$ cat src/inc/timer2_ctrl_pkg.sv
// Constants for the timer-2 flag, asynchronous clock and prescaler control block.
// Overview of operation
// Compare-B match sets flag bit 2 of the event flag register.
// Compare-A match sets flag bit 1 of the event flag register.
// Overflow sets flag bit 0; in phase-correct PWM, direction reversal at zero.
// Flags clear on vector execution or on writing one; zero leaves them.
// Interrupt requested only when flag, its enable and global enable are set.
// External clock select enables input buffer when async; crystal runs only when zero.
// Software sets external clock select before enabling asynchronous operation.
// Async select bit 5 picks the I/O clock or the timer oscillator.
// After changing async select, software rewrites counter, compares and controls.
// Async writes to five registers set busy bits 4..0 until transferred.
// Software must not write a register while its busy bit is set.
// Sync hold mode bit 7 keeps both prescaler reset bits as written.
// Clearing sync hold mode clears both prescaler reset bits together.
// Async prescaler reset self-clears, waits in async mode, holds in sync mode.
// Shared prescaler reset resets both other timers, self-clears unless sync mode.
// Low I/O registers answer at data offset and at offset minus 0x20.
// Unimplemented bits of flag, status and control registers read zero.
package timer2_ctrl_pkg;
  // ---------------------------------------------------------------------------
  // Register map
  // ---------------------------------------------------------------------------
  localparam logic [7:0] EVENT_FLAGS_ADDR = 8'h37;
  localparam logic [7:0] SYNC_CTRL_ADDR = 8'h43;
  localparam logic [7:0] ASYNC_STATUS_ADDR = 8'hb6;
  localparam logic [7:0] IO_SPACE_OFFSET = 8'h20;
  localparam logic [7:0] IO_SPACE_LIMIT = 8'h60;
  localparam logic [7:0] REG_RESET = 8'h00;
  // ---------------------------------------------------------------------------
  // Field positions
  // ---------------------------------------------------------------------------
  localparam int COMPARE_B_BIT = 2;
  localparam int COMPARE_A_BIT = 1;
  localparam int OVERFLOW_BIT = 0;
  localparam int EXT_CLOCK_BIT = 6;
  localparam int ASYNC_SEL_BIT = 5;
  localparam int SYNC_HOLD_BIT = 7;
  localparam int ASYNC_PSR_BIT = 1;
  localparam int SHARED_PSR_BIT = 0;
  localparam int NUM_FLAGS = 3;
  localparam int NUM_BUSY = 5;
  localparam logic [7:0] FLAG_MASK = 8'h07;
  localparam logic [7:0] SYNC_CTRL_MASK = 8'h83;
  // Pin input synchroniser depth.
  localparam int SYNC_STAGES = 3;
endpackage

$ cat src/hw/update_busy_tracker.sv
// Busy flag for one register that is written across into the timer clock domain.
`timescale 1ns/1ps
module update_busy_tracker (
  input wire logic mclk,
  input wire logic nrst,
  input wire logic async_mode,
  input wire logic reg_write,
  input wire logic transfer_done,
  output logic busy
);
  logic busy_q;
  logic busy_d;

  always_comb begin
    busy_d = busy_q;
    if (transfer_done) begin
      busy_d = 1'b0;
    end
    // Set on async write.
    if (reg_write && async_mode) begin
      busy_d = 1'b1;
    end
    if (!async_mode) begin
      busy_d = 1'b0;
    end
  end

  always_ff @(posedge mclk or negedge nrst) begin
    if (!nrst) begin
      busy_q <= 1'b0;
    end else begin
      busy_q <= busy_d;
    end
  end

  assign busy = busy_q;
endmodule

$ cat src/hw/timer2_flags_async_prescaler_ctrl.sv
// Event flags, asynchronous clock status and prescaler control of timer 2.
`timescale 1ns/1ps
module timer2_flags_async_prescaler_ctrl (
  input wire logic mclk,
  input wire logic nrst,
  input wire logic [7:0] bus_addr,
  input wire logic io_space,
  input wire logic [7:0] bus_wdata,
  input wire logic bus_write,
  input wire logic bus_read,
  output logic [7:0] bus_rdata,
  input wire logic compare_a_match,
  input wire logic compare_b_match,
  input wire logic counter_overflow,
  input wire logic bottom_reversal,
  input wire logic phase_correct_mode,
  input wire logic [2:0] irq_enable,
  input wire logic global_irq_enable,
  input wire logic [2:0] vector_ack,
  output logic [2:0] irq_request,
  input wire logic [4:0] async_reg_write,
  input wire logic [4:0] async_transfer_done_pin,
  input wire logic async_psr_done_pin,
  output logic ext_clock_buffer_en,
  output logic crystal_osc_en,
  output logic timer_clock_sel,
  output logic async_prescaler_rst,
  output logic shared_prescaler_rst
);
  // ---------------------------------------------------------------------------
  // Address decode
  // ---------------------------------------------------------------------------
  logic [7:0] eff_addr;
  logic sel_flags;
  logic sel_sync;
  logic sel_async;

  // I/O space alias.
  always_comb begin
    eff_addr = bus_addr;
    if (io_space) begin
      eff_addr = bus_addr + timer2_ctrl_pkg::IO_SPACE_OFFSET;
    end
    sel_flags = (eff_addr == timer2_ctrl_pkg::EVENT_FLAGS_ADDR);
    sel_sync = (eff_addr == timer2_ctrl_pkg::SYNC_CTRL_ADDR);
    sel_async = (eff_addr == timer2_ctrl_pkg::ASYNC_STATUS_ADDR) && !io_space;
  end

  // ---------------------------------------------------------------------------
  // Pin input synchronisers
  // ---------------------------------------------------------------------------
  logic [5:0] pin_raw;
  logic [5:0] pin_s1_q;
  logic [5:0] pin_s2_q;
  logic [5:0] pin_s3_q;
  logic [5:0] pin_st_q;
  logic [5:0] pin_st_d;
  logic [5:0] pin_rise;

  assign pin_raw = {async_psr_done_pin, async_transfer_done_pin};

  genvar g;
  generate
    for (g = 0; g < 6; g++) begin : g_pin
      always_comb begin
        pin_st_d[g] = pin_st_q[g];
        if (pin_s2_q[g] == pin_s3_q[g]) begin
          pin_st_d[g] = pin_s2_q[g];
        end
      end
      assign pin_rise[g] = pin_st_d[g] && !pin_st_q[g];
    end
  endgenerate

  always_ff @(posedge mclk or negedge nrst) begin
    if (!nrst) begin
      pin_s1_q <= 6'h00;
      pin_s2_q <= 6'h00;
      pin_s3_q <= 6'h00;
      pin_st_q <= 6'h00;
    end else begin
      pin_s1_q <= pin_raw;
      pin_s2_q <= pin_s1_q;
      pin_s3_q <= pin_s2_q;
      pin_st_q <= pin_st_d;
    end
  end

  // ---------------------------------------------------------------------------
  // Event flags
  // ---------------------------------------------------------------------------
  logic [2:0] flags_q;
  logic [2:0] flags_d;
  logic [2:0] flag_set;
  logic [2:0] flag_clr;

  always_comb begin
    flag_set = 3'h0;
    // Compare B match.
    flag_set[timer2_ctrl_pkg::COMPARE_B_BIT] = compare_b_match;
    // Compare A match.
    flag_set[timer2_ctrl_pkg::COMPARE_A_BIT] = compare_a_match;
    // Overflow or bottom reversal.
    flag_set[timer2_ctrl_pkg::OVERFLOW_BIT] = phase_correct_mode ? bottom_reversal : counter_overflow;
    // Ack or write one clears.
    flag_clr = vector_ack;
    if (bus_write && sel_flags) begin
      flag_clr = flag_clr | bus_wdata[2:0];
    end
    flags_d = (flags_q & ~flag_clr) | flag_set;
  end

  always_ff @(posedge mclk or negedge nrst) begin
    if (!nrst) begin
      flags_q <= 3'h0;
    end else begin
      flags_q <= flags_d;
    end
  end

  // Request gating.
  assign irq_request = flags_q & irq_enable & {3{global_irq_enable}};

  // ---------------------------------------------------------------------------
  // Asynchronous clock status
  // ---------------------------------------------------------------------------
  logic ext_clk_q;
  logic ext_clk_d;
  logic async_sel_q;
  logic async_sel_d;
  logic [4:0] busy;

  always_comb begin
    ext_clk_d = ext_clk_q;
    async_sel_d = async_sel_q;
    if (bus_write && sel_async) begin
      ext_clk_d = bus_wdata[timer2_ctrl_pkg::EXT_CLOCK_BIT];
      async_sel_d = bus_wdata[timer2_ctrl_pkg::ASYNC_SEL_BIT];
    end
  end

  always_ff @(posedge mclk or negedge nrst) begin
    if (!nrst) begin
      ext_clk_q <= 1'b0;
      async_sel_q <= 1'b0;
    end else begin
      ext_clk_q <= ext_clk_d;
      async_sel_q <= async_sel_d;
    end
  end

  // Clock buffer and crystal.
  assign ext_clock_buffer_en = ext_clk_q && async_sel_q;
  assign crystal_osc_en = async_sel_q && !ext_clk_q;
  // Timer clock select.
  assign timer_clock_sel = async_sel_q;

  generate
    for (g = 0; g < timer2_ctrl_pkg::NUM_BUSY; g++) begin : g_busy
      update_busy_tracker u_busy (
        .mclk(mclk),
        .nrst(nrst),
        .async_mode(async_sel_q),
        .reg_write(async_reg_write[g]),
        .transfer_done(pin_rise[g]),
        .busy(busy[g])
      );
    end
  endgenerate

  // ---------------------------------------------------------------------------
  // Prescaler reset and synchronisation control
  // ---------------------------------------------------------------------------
  logic hold_q;
  logic hold_d;
  logic apsr_q;
  logic apsr_d;
  logic spsr_q;
  logic spsr_d;

  always_comb begin
    hold_d = hold_q;
    apsr_d = apsr_q;
    spsr_d = spsr_q;
    // Async reset waits.
    if (apsr_q && (!async_sel_q || pin_rise[5])) begin
      apsr_d = 1'b0;
    end
    // Shared reset self-clears.
    spsr_d = 1'b0;
    if (bus_write && sel_sync) begin
      hold_d = bus_wdata[timer2_ctrl_pkg::SYNC_HOLD_BIT];
      apsr_d = apsr_d | bus_wdata[timer2_ctrl_pkg::ASYNC_PSR_BIT];
      spsr_d = bus_wdata[timer2_ctrl_pkg::SHARED_PSR_BIT];
      // Hold written values.
      if (bus_wdata[timer2_ctrl_pkg::SYNC_HOLD_BIT]) begin
        apsr_d = bus_wdata[timer2_ctrl_pkg::ASYNC_PSR_BIT];
      end
    end else if (hold_q) begin
      apsr_d = apsr_q;
      spsr_d = spsr_q;
    end
    // Release both together.
    if (!hold_d) begin
      spsr_d = spsr_d && !hold_q && bus_write && sel_sync;
      if (hold_q) begin
        apsr_d = 1'b0;
      end
    end
  end

  always_ff @(posedge mclk or negedge nrst) begin
    if (!nrst) begin
      hold_q <= 1'b0;
      apsr_q <= 1'b0;
      spsr_q <= 1'b0;
    end else begin
      hold_q <= hold_d;
      apsr_q <= apsr_d;
      spsr_q <= spsr_d;
    end
  end

  assign async_prescaler_rst = apsr_q;
  assign shared_prescaler_rst = spsr_q;

  // ---------------------------------------------------------------------------
  // Read data
  // ---------------------------------------------------------------------------
  logic [7:0] rdata_q;
  logic [7:0] rdata_d;

  // Unused bits read zero.
  always_comb begin
    rdata_d = 8'h00;
    if (bus_read && sel_flags) begin
      rdata_d = {5'h00, flags_q};
    end else if (bus_read && sel_sync) begin
      rdata_d = {hold_q, 5'h00, apsr_q, spsr_q};
    end else if (bus_read && sel_async) begin
      rdata_d = {1'b0, ext_clk_q, async_sel_q, busy};
    end
  end

  always_ff @(posedge mclk or negedge nrst) begin
    if (!nrst) begin
      rdata_q <= 8'h00;
    end else begin
      rdata_q <= rdata_d;
    end
  end

  assign bus_rdata = rdata_q;
endmodule

$ cat config.mk
export PLATFORM = sky130hd
export DESIGN_NAME = timer2_flags_async_prescaler_ctrl
export DESIGN_NICKNAME = d
export VERILOG_FILES = /design/src/inc/timer2_ctrl_pkg.sv /design/src/hw/update_busy_tracker.sv /design/src/hw/timer2_flags_async_prescaler_ctrl.sv
export SDC_FILE = /design/constraint.sdc
export NUM_CORES = 1
export LEC_CHECK = 0
export BUFFER_PORTS_ARGS = -buffer_cell sky130_fd_sc_hd__buf_4
export CAP_MARGIN = 30
export CORE_AREA = 2 2 62 64
export DETAILED_ROUTE_END_ITERATION = 8
export DIE_AREA = 0 0 64 66
export MAX_ROUTING_LAYER = met4
export PLACE_DENSITY = 0.81
export SYNTH_ARGS = -nofsm -noshare
export SYNTH_HDL_FRONTEND = slang
export SYNTH_HIERARCHICAL = 1
export SYNTH_SLANG_ARGS = --single-unit
$ cat constraint.sdc
create_clock -name mclk -period 1.95 [get_ports mclk]
set_input_delay 0.195 -clock mclk [delete_from_list [all_inputs] [get_ports mclk]]
set_output_delay 0.195 -clock mclk [all_outputs]
set_load 0.01 [all_outputs]
-- Word-level counts from Yosys, hierarchy flattened
Cells that the tools add are included.
- register bits after elaboration: 45
- bits of input ports: 44
- output and inout port bits: 16
- logic and storage cells: 110
- add/sub/neg operators: 1
- eq/ne operators: 14
- mux-type cells: 37
- bitwise gates (word level): 7
- reduce and logical (&&, ||, !) cells: 35
- operator list (kind ; count):
    two-way mux 1 bit ; 32
    logical AND 1 bit ; 24
    two-way mux 8 bit ; 3
    != test 3 x 1 -> 1 bit (second input constant) ; 5
    logical NOT 1 bit ; 10
    bitwise AND 3 bit ; 3
    adder 8 x 6 -> 8 bit (second input constant) ; 1
    == test 8 x 6 -> 1 bit (second input constant) ; 1
    == test 8 x 7 -> 1 bit (second input constant) ; 1
    == test 8 bit (second input constant) ; 1
    two-way mux 7 bit ; 1
    == test 1 bit ; 6
    OR 3 bit ; 2
    two-way mux 3 bit ; 1
    inverter 3 bit ; 1
    logical OR 1 bit ; 1
    OR 1 bit ; 1

-- Depth between registers and ports, before layout
Gate-level depths: netlist (run 1).
- depth after elaboration: 11
- gate-level depth with buffers: 6
- gate-level depth less buffers: 5

-- By module
The synthesis (run 1) kept the hierarchy.
- by module, submodules not included (module ; times used ; cells an instance ; area an instance (um2) ; sequential area each (um2)):
    timer2_flags_async_prescaler_ctrl ; 1 ; 122 ; 1574.0 ; 1001.0
    update_busy_tracker ; 5 ; 3 ; 46.3 ; 25.0

-- Worst setup path after synthesis (run 1)
OpenSTA, ideal clock, no wires.
- path type: input -> register
- start point: in bus_addr[5]
- end point: reg spsr_q (netlist: shared_prescaler_rst)
- library setup time: 101 ps
- arrival: 1406 ps
- required time: 1849 ps
- setup slack: 444 ps
- stages: 5
- buffers on the path: 0
- cell sequence: ha_1 > nand3_1 > o32a_4 > or4_4 > o32ai_1
- longest elaborated chain between the ends: 9
- elaborated cells on any way between the ends: 10
- classes of those cells: add/sub: 1; eq/ne: 1; mux: 4; reduce/logical: 4
- RTL lines (item ; RTL line ; RTL):
    from (decl) ; timer2_flags_async_prescaler_ctrl.sv:6 ; input wire logic [7:0] bus_addr,
    adder 8 x 6 -> 8 bit ; timer2_flags_async_prescaler_ctrl.sv:42 ; eff_addr = bus_addr + timer2_ctrl_pkg::IO_SPACE_OFFSET;
    two-way mux 8 bit (*) ; timer2_flags_async_prescaler_ctrl.sv:41 ; if (io_space) begin
    == test 8 x 7 -> 1 bit (*) ; timer2_flags_async_prescaler_ctrl.sv:45 ; sel_sync = (eff_addr == timer2_ctrl_pkg::SYNC_CTRL_ADDR);
    logical AND 1 bit ; timer2_flags_async_prescaler_ctrl.sv:191 ; if (bus_write && sel_sync) begin
    two-way mux 1 bit ; timer2_flags_async_prescaler_ctrl.sv:191 ;
    logical AND 1 bit (3 in series) ; timer2_flags_async_prescaler_ctrl.sv:205 ; spsr_d = spsr_d && !hold_q && bus_write && sel_sync;
    two-way mux 1 bit (*) ; timer2_flags_async_prescaler_ctrl.sv:204 ; if (!hold_d) begin
    via spsr_d ; timer2_flags_async_prescaler_ctrl.sv:179 ; logic spsr_d;
    to (signal assigned) ; timer2_flags_async_prescaler_ctrl.sv:220 ; spsr_q <= spsr_d;
    to (decl) ; timer2_flags_async_prescaler_ctrl.sv:178 ; logic spsr_q;
The timed path passes the listed nets; every way through them passes the cells marked *.
A chain may end at the register's enable or synchronous reset.

-- Final worst setup path (run 1)
- start point: in bus_addr[2]
- end point: reg spsr_q (netlist: shared_prescaler_rst)
The elaborated chain is that of the path after synthesis.

==> impl_metrics.tcl, run 1 <==
set metrics [dict create \
    via_per_inst 5.20 \
    clk_latency_ns 0.35 \
    crit_chain "dlygate4sd3_1, buf_4, or4b_4, or4_4, o32ai_1" \
    rsz0062_at_grt "no" \
    layout_common_cells "buf_4 (57), dfrtp_1 (45), dlygate4sd3_1 (9)" \
    cp.required_ns 2.20 \
    synth_area_um2 1810 \
    numPortBuffers 57 \
    finalCritPeriodShare_pct 94.8 \
    yosysSeqAreaShare_pct 62.4 \
    fin_skew_ns 0.0116 \
    worstPathArrival_ns 2.10 \
    critPathCapture "shared_prescaler_rst" \
    vias 1336 \
    status "finished, final reports clean" \
    fp-row-count 22 \
    drv_slew 0 \
    crit_type "in -> reg" \
    final_common_cell "buf_4" \
    cts_root_buffer "clkbuf_4" \
    syn_to_final_growth_pct 35.4 \
    r2r_slack_ns 0.68 \
    firstDrtPassIters 4 \
    layout.nets 253 \
    fmax_mhz 541 \
    pwr_density_cell_nw_per_um2 688 \
    grt_pass1_wl_um 5710 \
    start_util_pct 50.8 \
    layout-drive-gt1-share_pct 37.3 \
    cp-start-kind "primary input" \
    num_io_pins 60 \
    endpoint_kind "flip-flop" \
    place_area_um2 2280 \
    syn_nets 182 \
    grt_pass1_vias 1257 \
    clk_path_buf_depth 2 \
    vdd_drop_max_v 0.000487 \
    drt_iter0_drc 34 \
    wl_per_cell_um 14.0 \
    cp_max_fo 4 \
    diodes 0 \
    ant_nets 0 \
    crit-reg2reg-launch "pin_st_q[5]" \
    dieArea_um2 4220 \
    postCtsSetupBuffers 0 \
    leakagePower_nw 1.16 \
    cts_sinks 45 \
    routabilityCongestion 0.751 \
    final_area_um2 2440 \
    clk_pin_slew_ns 0.12 \
    fin_util_pct 68.9 \
    ys_warn_count 6 \
    dp_hpwl_um 2560 \
    synth-seq-cells 45 \
    finalHoldViolations 0 \
    grt_start_max_net_pins 46 \
    critical_path.top_delay_family "simple AND/OR/NAND/NOR gates" \
    path_depth 5 \
    hp-start "compare_b_match" \
    maxCapViolations 0 \
    r2r-end "async_prescaler_rst" \
    cts-buffers-inserted 5 \
    antenna_found_initial 0 \
    ff2ff_path_depth 4 \
    cts_tree "built" \
    setup_tns_ns 0 \
    die_y_um 66 \
    finalSetupViolations 0 \
    wl_um 3590 \
    overflow 0 \
    crit_slowest_cell "dlygate4sd3_1" \
    die_w_um 64 \
    grt_usage_pct 18.5 \
    hp-class "in -> reg" \
    worstMarginPinSlew_ns 0.538 \
    post-route-drc-count 0 \
    synth_cells 137 \
    startpoint "bus_addr[2]" \
    fin_crit_ns 1.85 \
    holdWs_ns 0.0242 \
    ys_types 36 \
    htree_levels 2 \
    core_region_area_um2 3550 \
    relSlewSlack_pct 64.2 \
    critPathMaxStageDelay_ns 0.56 \
    avgSynthCellArea_um2 13.2 \
    path_buf_inv 2 \
    cts.repair.resized 0 \
]
kinds of logic (layout without fill, tap and decap cells):
group | count (synthesis) | after routing | share of synthesized area (%)
XOR/XNOR | 2 | 2 | 0.970
buffers and inverters | 8 | 80 | 1.73
multiplexers | 3 | 3 | 1.87
AND/OR/NAND/NOR | 54 | 54 | 20.0
adder cells (fa/ha/maj) | 7 | 7 | 4.02
flip-flops | 45 | 45 | 62.4
AO/OA/AOI/OAI | 18 | 18 | 9.08
sequential cells by signal, indices dropped and copies added (netlist names), 3 cells and up:
register and count:
bus_rdata 8, pin_s3_q 6, pin_s1_q 6, g_busy.u_busy/busy 5, flags_q 3, pin_st_q 6
pin_s2_q 6
layer usage:
layer	global-route usage, %	part of all wire, %
met5	-	0
met4	5.98	2.6
met3	6.30	7.1
met2	29.4	48
met1	22.5	42
metrics by stage:
| step | instances | power [W] | setup slack (ns) |
|---|---|---|---|
| floorplan | 137 | 0.00108 | 0.444 |
| global placement | 240 | 0.00118 | 0.270 |
| detailed placement | 240 | 0.00119 | 0.228 |
| CTS | 256 | 0.00169 | 0.155 |
| global route | 257 | 0.00177 | 0.0775 |
| finish | 257 | 0.00168 | 0.102 |
how the worst min path moves through the flow:
stage | depth (start not counted) | to | slack (ns)
after floorplan | 0 | async_prescaler_rst | -0.10
after global placement | 1 | pin_s1_q[3] | 0.21
after detailed placement | 1 | pin_s1_q[3] | 0.22
after CTS | 2 | flags_q[1] | 0.008
after global routing | 2 | flags_q[2] | 0.005
final | 2 | flags_q[2] | 0.02
synth_stat cells:
| cell type | number | share of area [%] |
|---|---|---|
| nand2b_1 | 4 | 1.4 |
| nand3b_1 | 1 | 0.42 |
| a221o_1 | 3 | 1.7 |
| or4b_4 | 1 | 0.76 |
| xor2_1 | 1 | 0.49 |
| nand4_1 | 3 | 1.0 |
| mux2_2 | 3 | 1.9 |
| o21ai_1 | 1 | 0.28 |
| o32ai_1 | 2 | 0.97 |
| o21a_1 | 5 | 2.1 |
| or4_4 | 1 | 0.62 |
| a21o_1 | 1 | 0.42 |
| a31o_2 | 2 | 0.97 |
| o32a_4 | 1 | 1.2 |
| nand3_1 | 3 | 0.83 |
| and4_1 | 1 | 0.49 |
| inv_1 | 6 | 1.2 |
| maj3_1 | 6 | 3.3 |
| nand4b_1 | 2 | 0.97 |
| xnor2_1 | 1 | 0.49 |
| a311o_1 | 1 | 0.55 |
| nor3_1 | 2 | 0.55 |
| nor2b_4 | 5 | 3.8 |
| o211ai_1 | 1 | 0.42 |
| and3_1 | 4 | 1.4 |
| ha_1 | 1 | 0.69 |
| clkbuf_1 | 1 | 0.21 |
| a22o_1 | 1 | 0.49 |
| nor4_1 | 2 | 0.69 |
| nor4b_1 | 2 | 0.97 |
| and2_1 | 6 | 2.1 |
| nor2b_1 | 3 | 1.0 |
| nor2_1 | 8 | 1.7 |
| nand2_1 | 6 | 1.2 |
| dfrtp_1 | 45 | 62 |
| clkbuf_2 | 1 | 0.28 |
what timing repair did:
| item | in CTS | in global routing |
|---|---|---|
| hold buffers | 8 | 1 |
| endpoints found under the setup margin | 0 | 0 |
| hold endpoints to repair | 52 | 1 |
final cells by class:
type	instances	area, um^2
clock buffers	7	65.1
clock inverters	1	5.00
multi-input cells	84	648
well taps	48	60.1
repair buffers	66	518
inverters	6	22.5
flip-flops and latches	45	1130
fillers	258	1110
where the power goes:
part,leakage (nW),switching (W),internal (W),total (W)
sequential,0.563,0.0000263,0.000973,0.000999
combinational,0.557,0.0000796,0.000109,0.000189
clock,0.0413,0.000284,0.000209,0.000494
total,1.16,0.000390,0.00129,0.00168
(Power assumes the default switching activity.)
==> run 2: changes to the inputs <==
--- a/config.mk
+++ b/config.mk
@@ -12,6 +12,7 @@
 export DIE_AREA = 0 0 64 66
 export MAX_ROUTING_LAYER = met4
 export PLACE_DENSITY = 0.81
+export RECOVER_POWER = 100
 export SYNTH_ARGS = -nofsm -noshare
 export SYNTH_HDL_FRONTEND = slang
 export SYNTH_HIERARCHICAL = 1
==> run 2 against run 1 <==
Effect of this change: register-to-register slack about the same; cell count unchanged; core utilization decreased by 2.3 points; hold slack got worse by 0.0016 ns; flip-flop and latch count unchanged; total power decreased by 0.50%; clock skew about the same; largest cell class unchanged; largest power group unchanged.
==> impl_metrics.tcl, run 2 (synthesis gave the netlist of run 1 again) <==
set metrics [dict create \
    vdd_drop_max_v 0.000487 \
    firstDrtPassIters 4 \
    relSlewSlack_pct 29.5 \
    cts-buffers-inserted 5 \
    clk_path_buf_depth 2 \
    dp_hpwl_um 2560 \
    grt_start_max_net_pins 46 \
    cts_root_buffer "clkbuf_4" \
    setup_ws_ns 0.0941 \
    num_io_pins 60 \
    cts-hold-fix-buffers 8 \
    clk_latency_ns 0.35 \
    fin_util_pct 66.5 \
    final_common_cell "dfrtp_1" \
    post-route-drc-count 0 \
    drt_iter0_drc 30 \
    postCtsSetupBuffers 0 \
    cp-start-kind "primary input" \
    antenna_found_initial 0 \
    grt_pass1_vias 1257 \
    worstMarginPinSlew_ns 1.06 \
    grt_pass1_wl_um 5710 \
    cp_max_fo 4 \
    fmax_mhz 539 \
    hp-class "in -> reg" \
    crit_type "in -> reg" \
    cts_tree "built" \
    place_ws_ns 0.228 \
    finalCritPeriodShare_pct 95.2 \
    maxCapViolations 0 \
    setup_tns_ns 0 \
    dieArea_um2 4220 \
    leakagePower_nw 1.08 \
    grt_usage_pct 18.5 \
    routabilityCongestion 0.751 \
    start_util_pct 50.8 \
    drv_slew 0 \
    vias 1325 \
    clk_pin_slew_ns 0.13 \
    layout-drive-gt1-share_pct 28.2 \
    cts.repair.resized 0 \
    fin_crit_ns 1.86 \
    numPortBuffers 57 \
    fp-row-count 22 \
    holdWs_ns 0.0226 \
    diodes 0 \
    wl_per_cell_um 13.9 \
    status "finished, final reports clean" \
    cts_sinks 45 \
    cp.required_ns 2.20 \
    wl_um 3560 \
    core_region_area_um2 3550 \
    htree_levels 2 \
    ant_nets 0 \
    finalSetupViolations 0 \
    syn_to_final_growth_pct 30.8 \
    fin_skew_ns 0.0115 \
    overflow 0 \
    die_y_um 66 \
    layout_common_cells "dfrtp_1 (45), buf_4 (33), clkbuf_1 (17)" \
    worstPathArrival_ns 2.11 \
    endpoint_kind "flip-flop" \
    finalHoldViolations 0 \
    via_per_inst 5.16 \
    place_area_um2 2280 \
    pwr_density_cell_nw_per_um2 708 \
    final_area_um2 2360 \
    largest_register_ffs 8 \
    layout.nets 253 \
    die_w_um 64 \
    rsz0062_at_grt "no" \
]
## run 2: per-layer routing
metal / part of all wire (%) / track usage, %
met1: 42 / 22.5
met4: 2.4 / 5.98
met3: 7.1 / 6.30
met2: 49 / 29.4
met5: 0 / -
## run 2: area by class of cell
class,count,area (um^2)
timing repair buffer,66,452
tap,48,60.1
sequential,45,1130
inverter,6,22.5
multi-input combinational,84,632
clock inverter,1,5.00
clock buffer,7,65.1
fill,276,1190
## run 2: metrics by stage
step | total power [W] | cells
2_1_floorplan | 0.00108 | 137
6_report | 0.00167 | 257
3_5_place_dp | 0.00119 | 240
5_1_grt | 0.00176 | 257
3_3_place_gp | 0.00118 | 240
4_1_cts | 0.00169 | 256
## run 2: power by group
group / switching [W] / internal [W]
Sequential: 0.0000264 / 0.000973
Combinational: 0.0000774 / 0.000102
Clock: 0.000285 / 0.000209
Total: 0.000389 / 0.00128
## run 2: critical path, cell delays in order
cell and delay [ns]:
dlygate4sd3_1 0.56, clkbuf_1 0.14, or4b_4 0.56, or4_1 0.51, o32ai_1 0.15
## run 2: final timing paths
check                                start                    to  slack [ns]  cells past startpoint
min in group asynchronous             nrst           pin_st_q[3]        0.55                      2
min reg2reg                    pin_s1_q[1]           pin_s2_q[1]        0.36                      0
max reg2reg                    pin_st_q[5]   async_prescaler_rst        0.67                      4
min                        compare_b_match            flags_q[2]        0.02                      2
max in group asynchronous             nrst   async_prescaler_rst        0.76                      2
max                            bus_addr[2]  shared_prescaler_rst        0.09                      5
==> run 3: changes to the inputs <==
--- a/config.mk
+++ b/config.mk
@@ -7,11 +7,11 @@
 export LEC_CHECK = 0
 export BUFFER_PORTS_ARGS = -buffer_cell sky130_fd_sc_hd__buf_4
 export CAP_MARGIN = 30
-export CORE_AREA = 2 2 62 64
+export CORE_AREA = 2 2 67 69
 export DETAILED_ROUTE_END_ITERATION = 8
-export DIE_AREA = 0 0 64 66
+export DIE_AREA = 0 0 69 71
 export MAX_ROUTING_LAYER = met4
-export PLACE_DENSITY = 0.81
+export PLACE_DENSITY = 0.7
 export RECOVER_POWER = 100
 export SYNTH_ARGS = -nofsm -noshare
 export SYNTH_HDL_FRONTEND = slang
==> run 3 against run 2 <==
Effect of this change: clock skew about the same; combinational power down 3%; critical path type unchanged; flip-flop and latch count unchanged; clock power up 20%; critical endpoint is now async_prescaler_rst; maximum frequency up 22%; hold slack better by 0.068 ns; largest power group unchanged; critical path depth up 1; cell count up 0.78%.
==> impl_metrics.tcl, run 3 (synthesis gave the netlist of run 1 again) <==
set metrics [dict create \
    grt_pass1_vias 1333 \
    ant_nets 0 \
    cts.repair.resized 0 \
    multiInputGateArea_um2 632 \
    finalSetupViolations 0 \
    grt_start_max_net_pins 46 \
    routabilityCongestion 0.849 \
    crit_type "in -> reg" \
    vias 1272 \
    cts_tree "built" \
    overflow 0 \
    fp-row-count 24 \
    htree_levels 2 \
    pwr-share-comb_pct 9.8 \
    worstMarginPinSlew_ns 1.03 \
    cp_max_fo 6 \
    hp-class "in -> reg" \
    pwr_density_cell_nw_per_um2 743 \
    layout.nets 251 \
    via_per_inst 4.91 \
    grt_usage_pct 15.9 \
    totalPowerFinal_w 0.00177 \
    fillCellCount 368 \
    cts-buffers-inserted 5 \
    layout_common_cells "dfrtp_1 (45), buf_4 (33), clkbuf_1 (17)" \
    power_switching_w 0.000404 \
    fmax_mhz 659 \
    maxCapViolations 0 \
    firstDrtPassIters 4 \
    finalCritPeriodShare_pct 77.9 \
    leakagePower_nw 1.08 \
    die_y_um 71 \
    fin_crit_ns 1.52 \
    syn_to_final_growth_pct 31.6 \
    wl_um 3510 \
    relSlewSlack_pct 31.3 \
    post-route-drc-count 0 \
    pwr-share-clk_pct 33.7 \
    drt_iter0_drc 68 \
    regArea_um2 1130 \
    largest_register_ffs 8 \
    cp.required_ns 2.15 \
    seq_power_share_pct 56.5 \
    clk_path_buf_depth 2 \
    status "finished, final reports clean" \
    cts_sinks 45 \
    core_region_area_um2 4200 \
    cp-start-kind "primary input" \
    grt_pass1_wl_um 6060 \
    numPortBuffers 57 \
    dieArea_um2 4900 \
    start_util_pct 42.9 \
    endpoint_kind "flip-flop" \
    rsz0062_at_grt "no" \
    dp_hpwl_um 2720 \
    clk_latency_ns 0.29 \
    clk_pin_slew_ns 0.08 \
    diodes 0 \
    layout-drive-gt1-share_pct 28.5 \
    antenna_found_initial 0 \
    worstPathArrival_ns 1.72 \
    num_io_pins 60 \
    vdd_drop_max_v 0.000610 \
    postCtsSetupBuffers 0 \
    cts_root_buffer "clkbuf_8" \
    setup_tns_ns 0 \
    drv_slew 0 \
    internal-power_w 0.00136 \
    finalHoldViolations 0 \
    cts-hold-fix-buffers 7 \
    wl_per_cell_um 13.5 \
    netSwitchingFraction_pct 22.9 \
    die_w_um 69 \
    final_common_cell "dfrtp_1" \
    fin_skew_ns 0.0117 \
]
[run 3: worst paths after layout]
kind,depth (start not counted),slack (ns),start,end
min reg2reg,0,0.35,pin_s1_q[2],pin_s2_q[2]
max in group asynchronous,2,0.71,nrst,flags_q[0]
max,6,0.43,bus_addr[5],async_prescaler_rst
min in group asynchronous,2,0.60,nrst,pin_s1_q[1]
max reg2reg,4,0.67,pin_st_q[5],async_prescaler_rst
min,2,0.09,compare_b_match,flags_q[2]
[run 3: power by group through the flow]
stage / combinational (W) / sequential (W) / clock (W)
floorplan: 0.0000667 / 0.00101 / 0
global placement: 0.000170 / 0.00101 / 0
detailed placement: 0.000174 / 0.00102 / 0
CTS: 0.000187 / 0.000999 / 0.000615
global route: 0.000193 / 0.00100 / 0.000660
finish: 0.000173 / 0.000998 / 0.000595
[run 3: through the flow]
step                      area, um^2  setup WS [ns]  utilization (%)  hold WS [ns]  std cells
after global routing            2380          0.372             56.5        0.0878        259
after detailed placement        2290          0.228             54.5         0.216        244
after floorplan                 1810          0.444                -        -0.101        137
after CTS                       2460          0.538             58.5        0.0831        259
final                           2380          0.432             56.5        0.0905        259
after global placement          2290          0.260             54.5         0.207        244
[run 3: worst max-delay path: stages]
cell,delay (ns)
clkbuf_1,0.13
ha_1,0.31
nand3_1,0.08
o32a_1,0.28
or4_1,0.55
o21ai_0,0.19
[run 3: area by class of cell]
type                    instances  share of cell area, %
repair buffers                 64                   18.2
inverters                       6                  0.948
multi-input cells              84                   26.6
flip-flops and latches         45                   47.4
well taps                      52                   2.74
clock buffers                   6                   3.48
clock inverters                 2                  0.685
[run 3: routing by layer]
layer | global-route usage [%] | share of wire (%)
met4 | 4.58 | 0.60
met2 | 26.0 | 50
met5 | - | 0
met3 | 4.70 | 5.7
met1 | 19.3 | 43
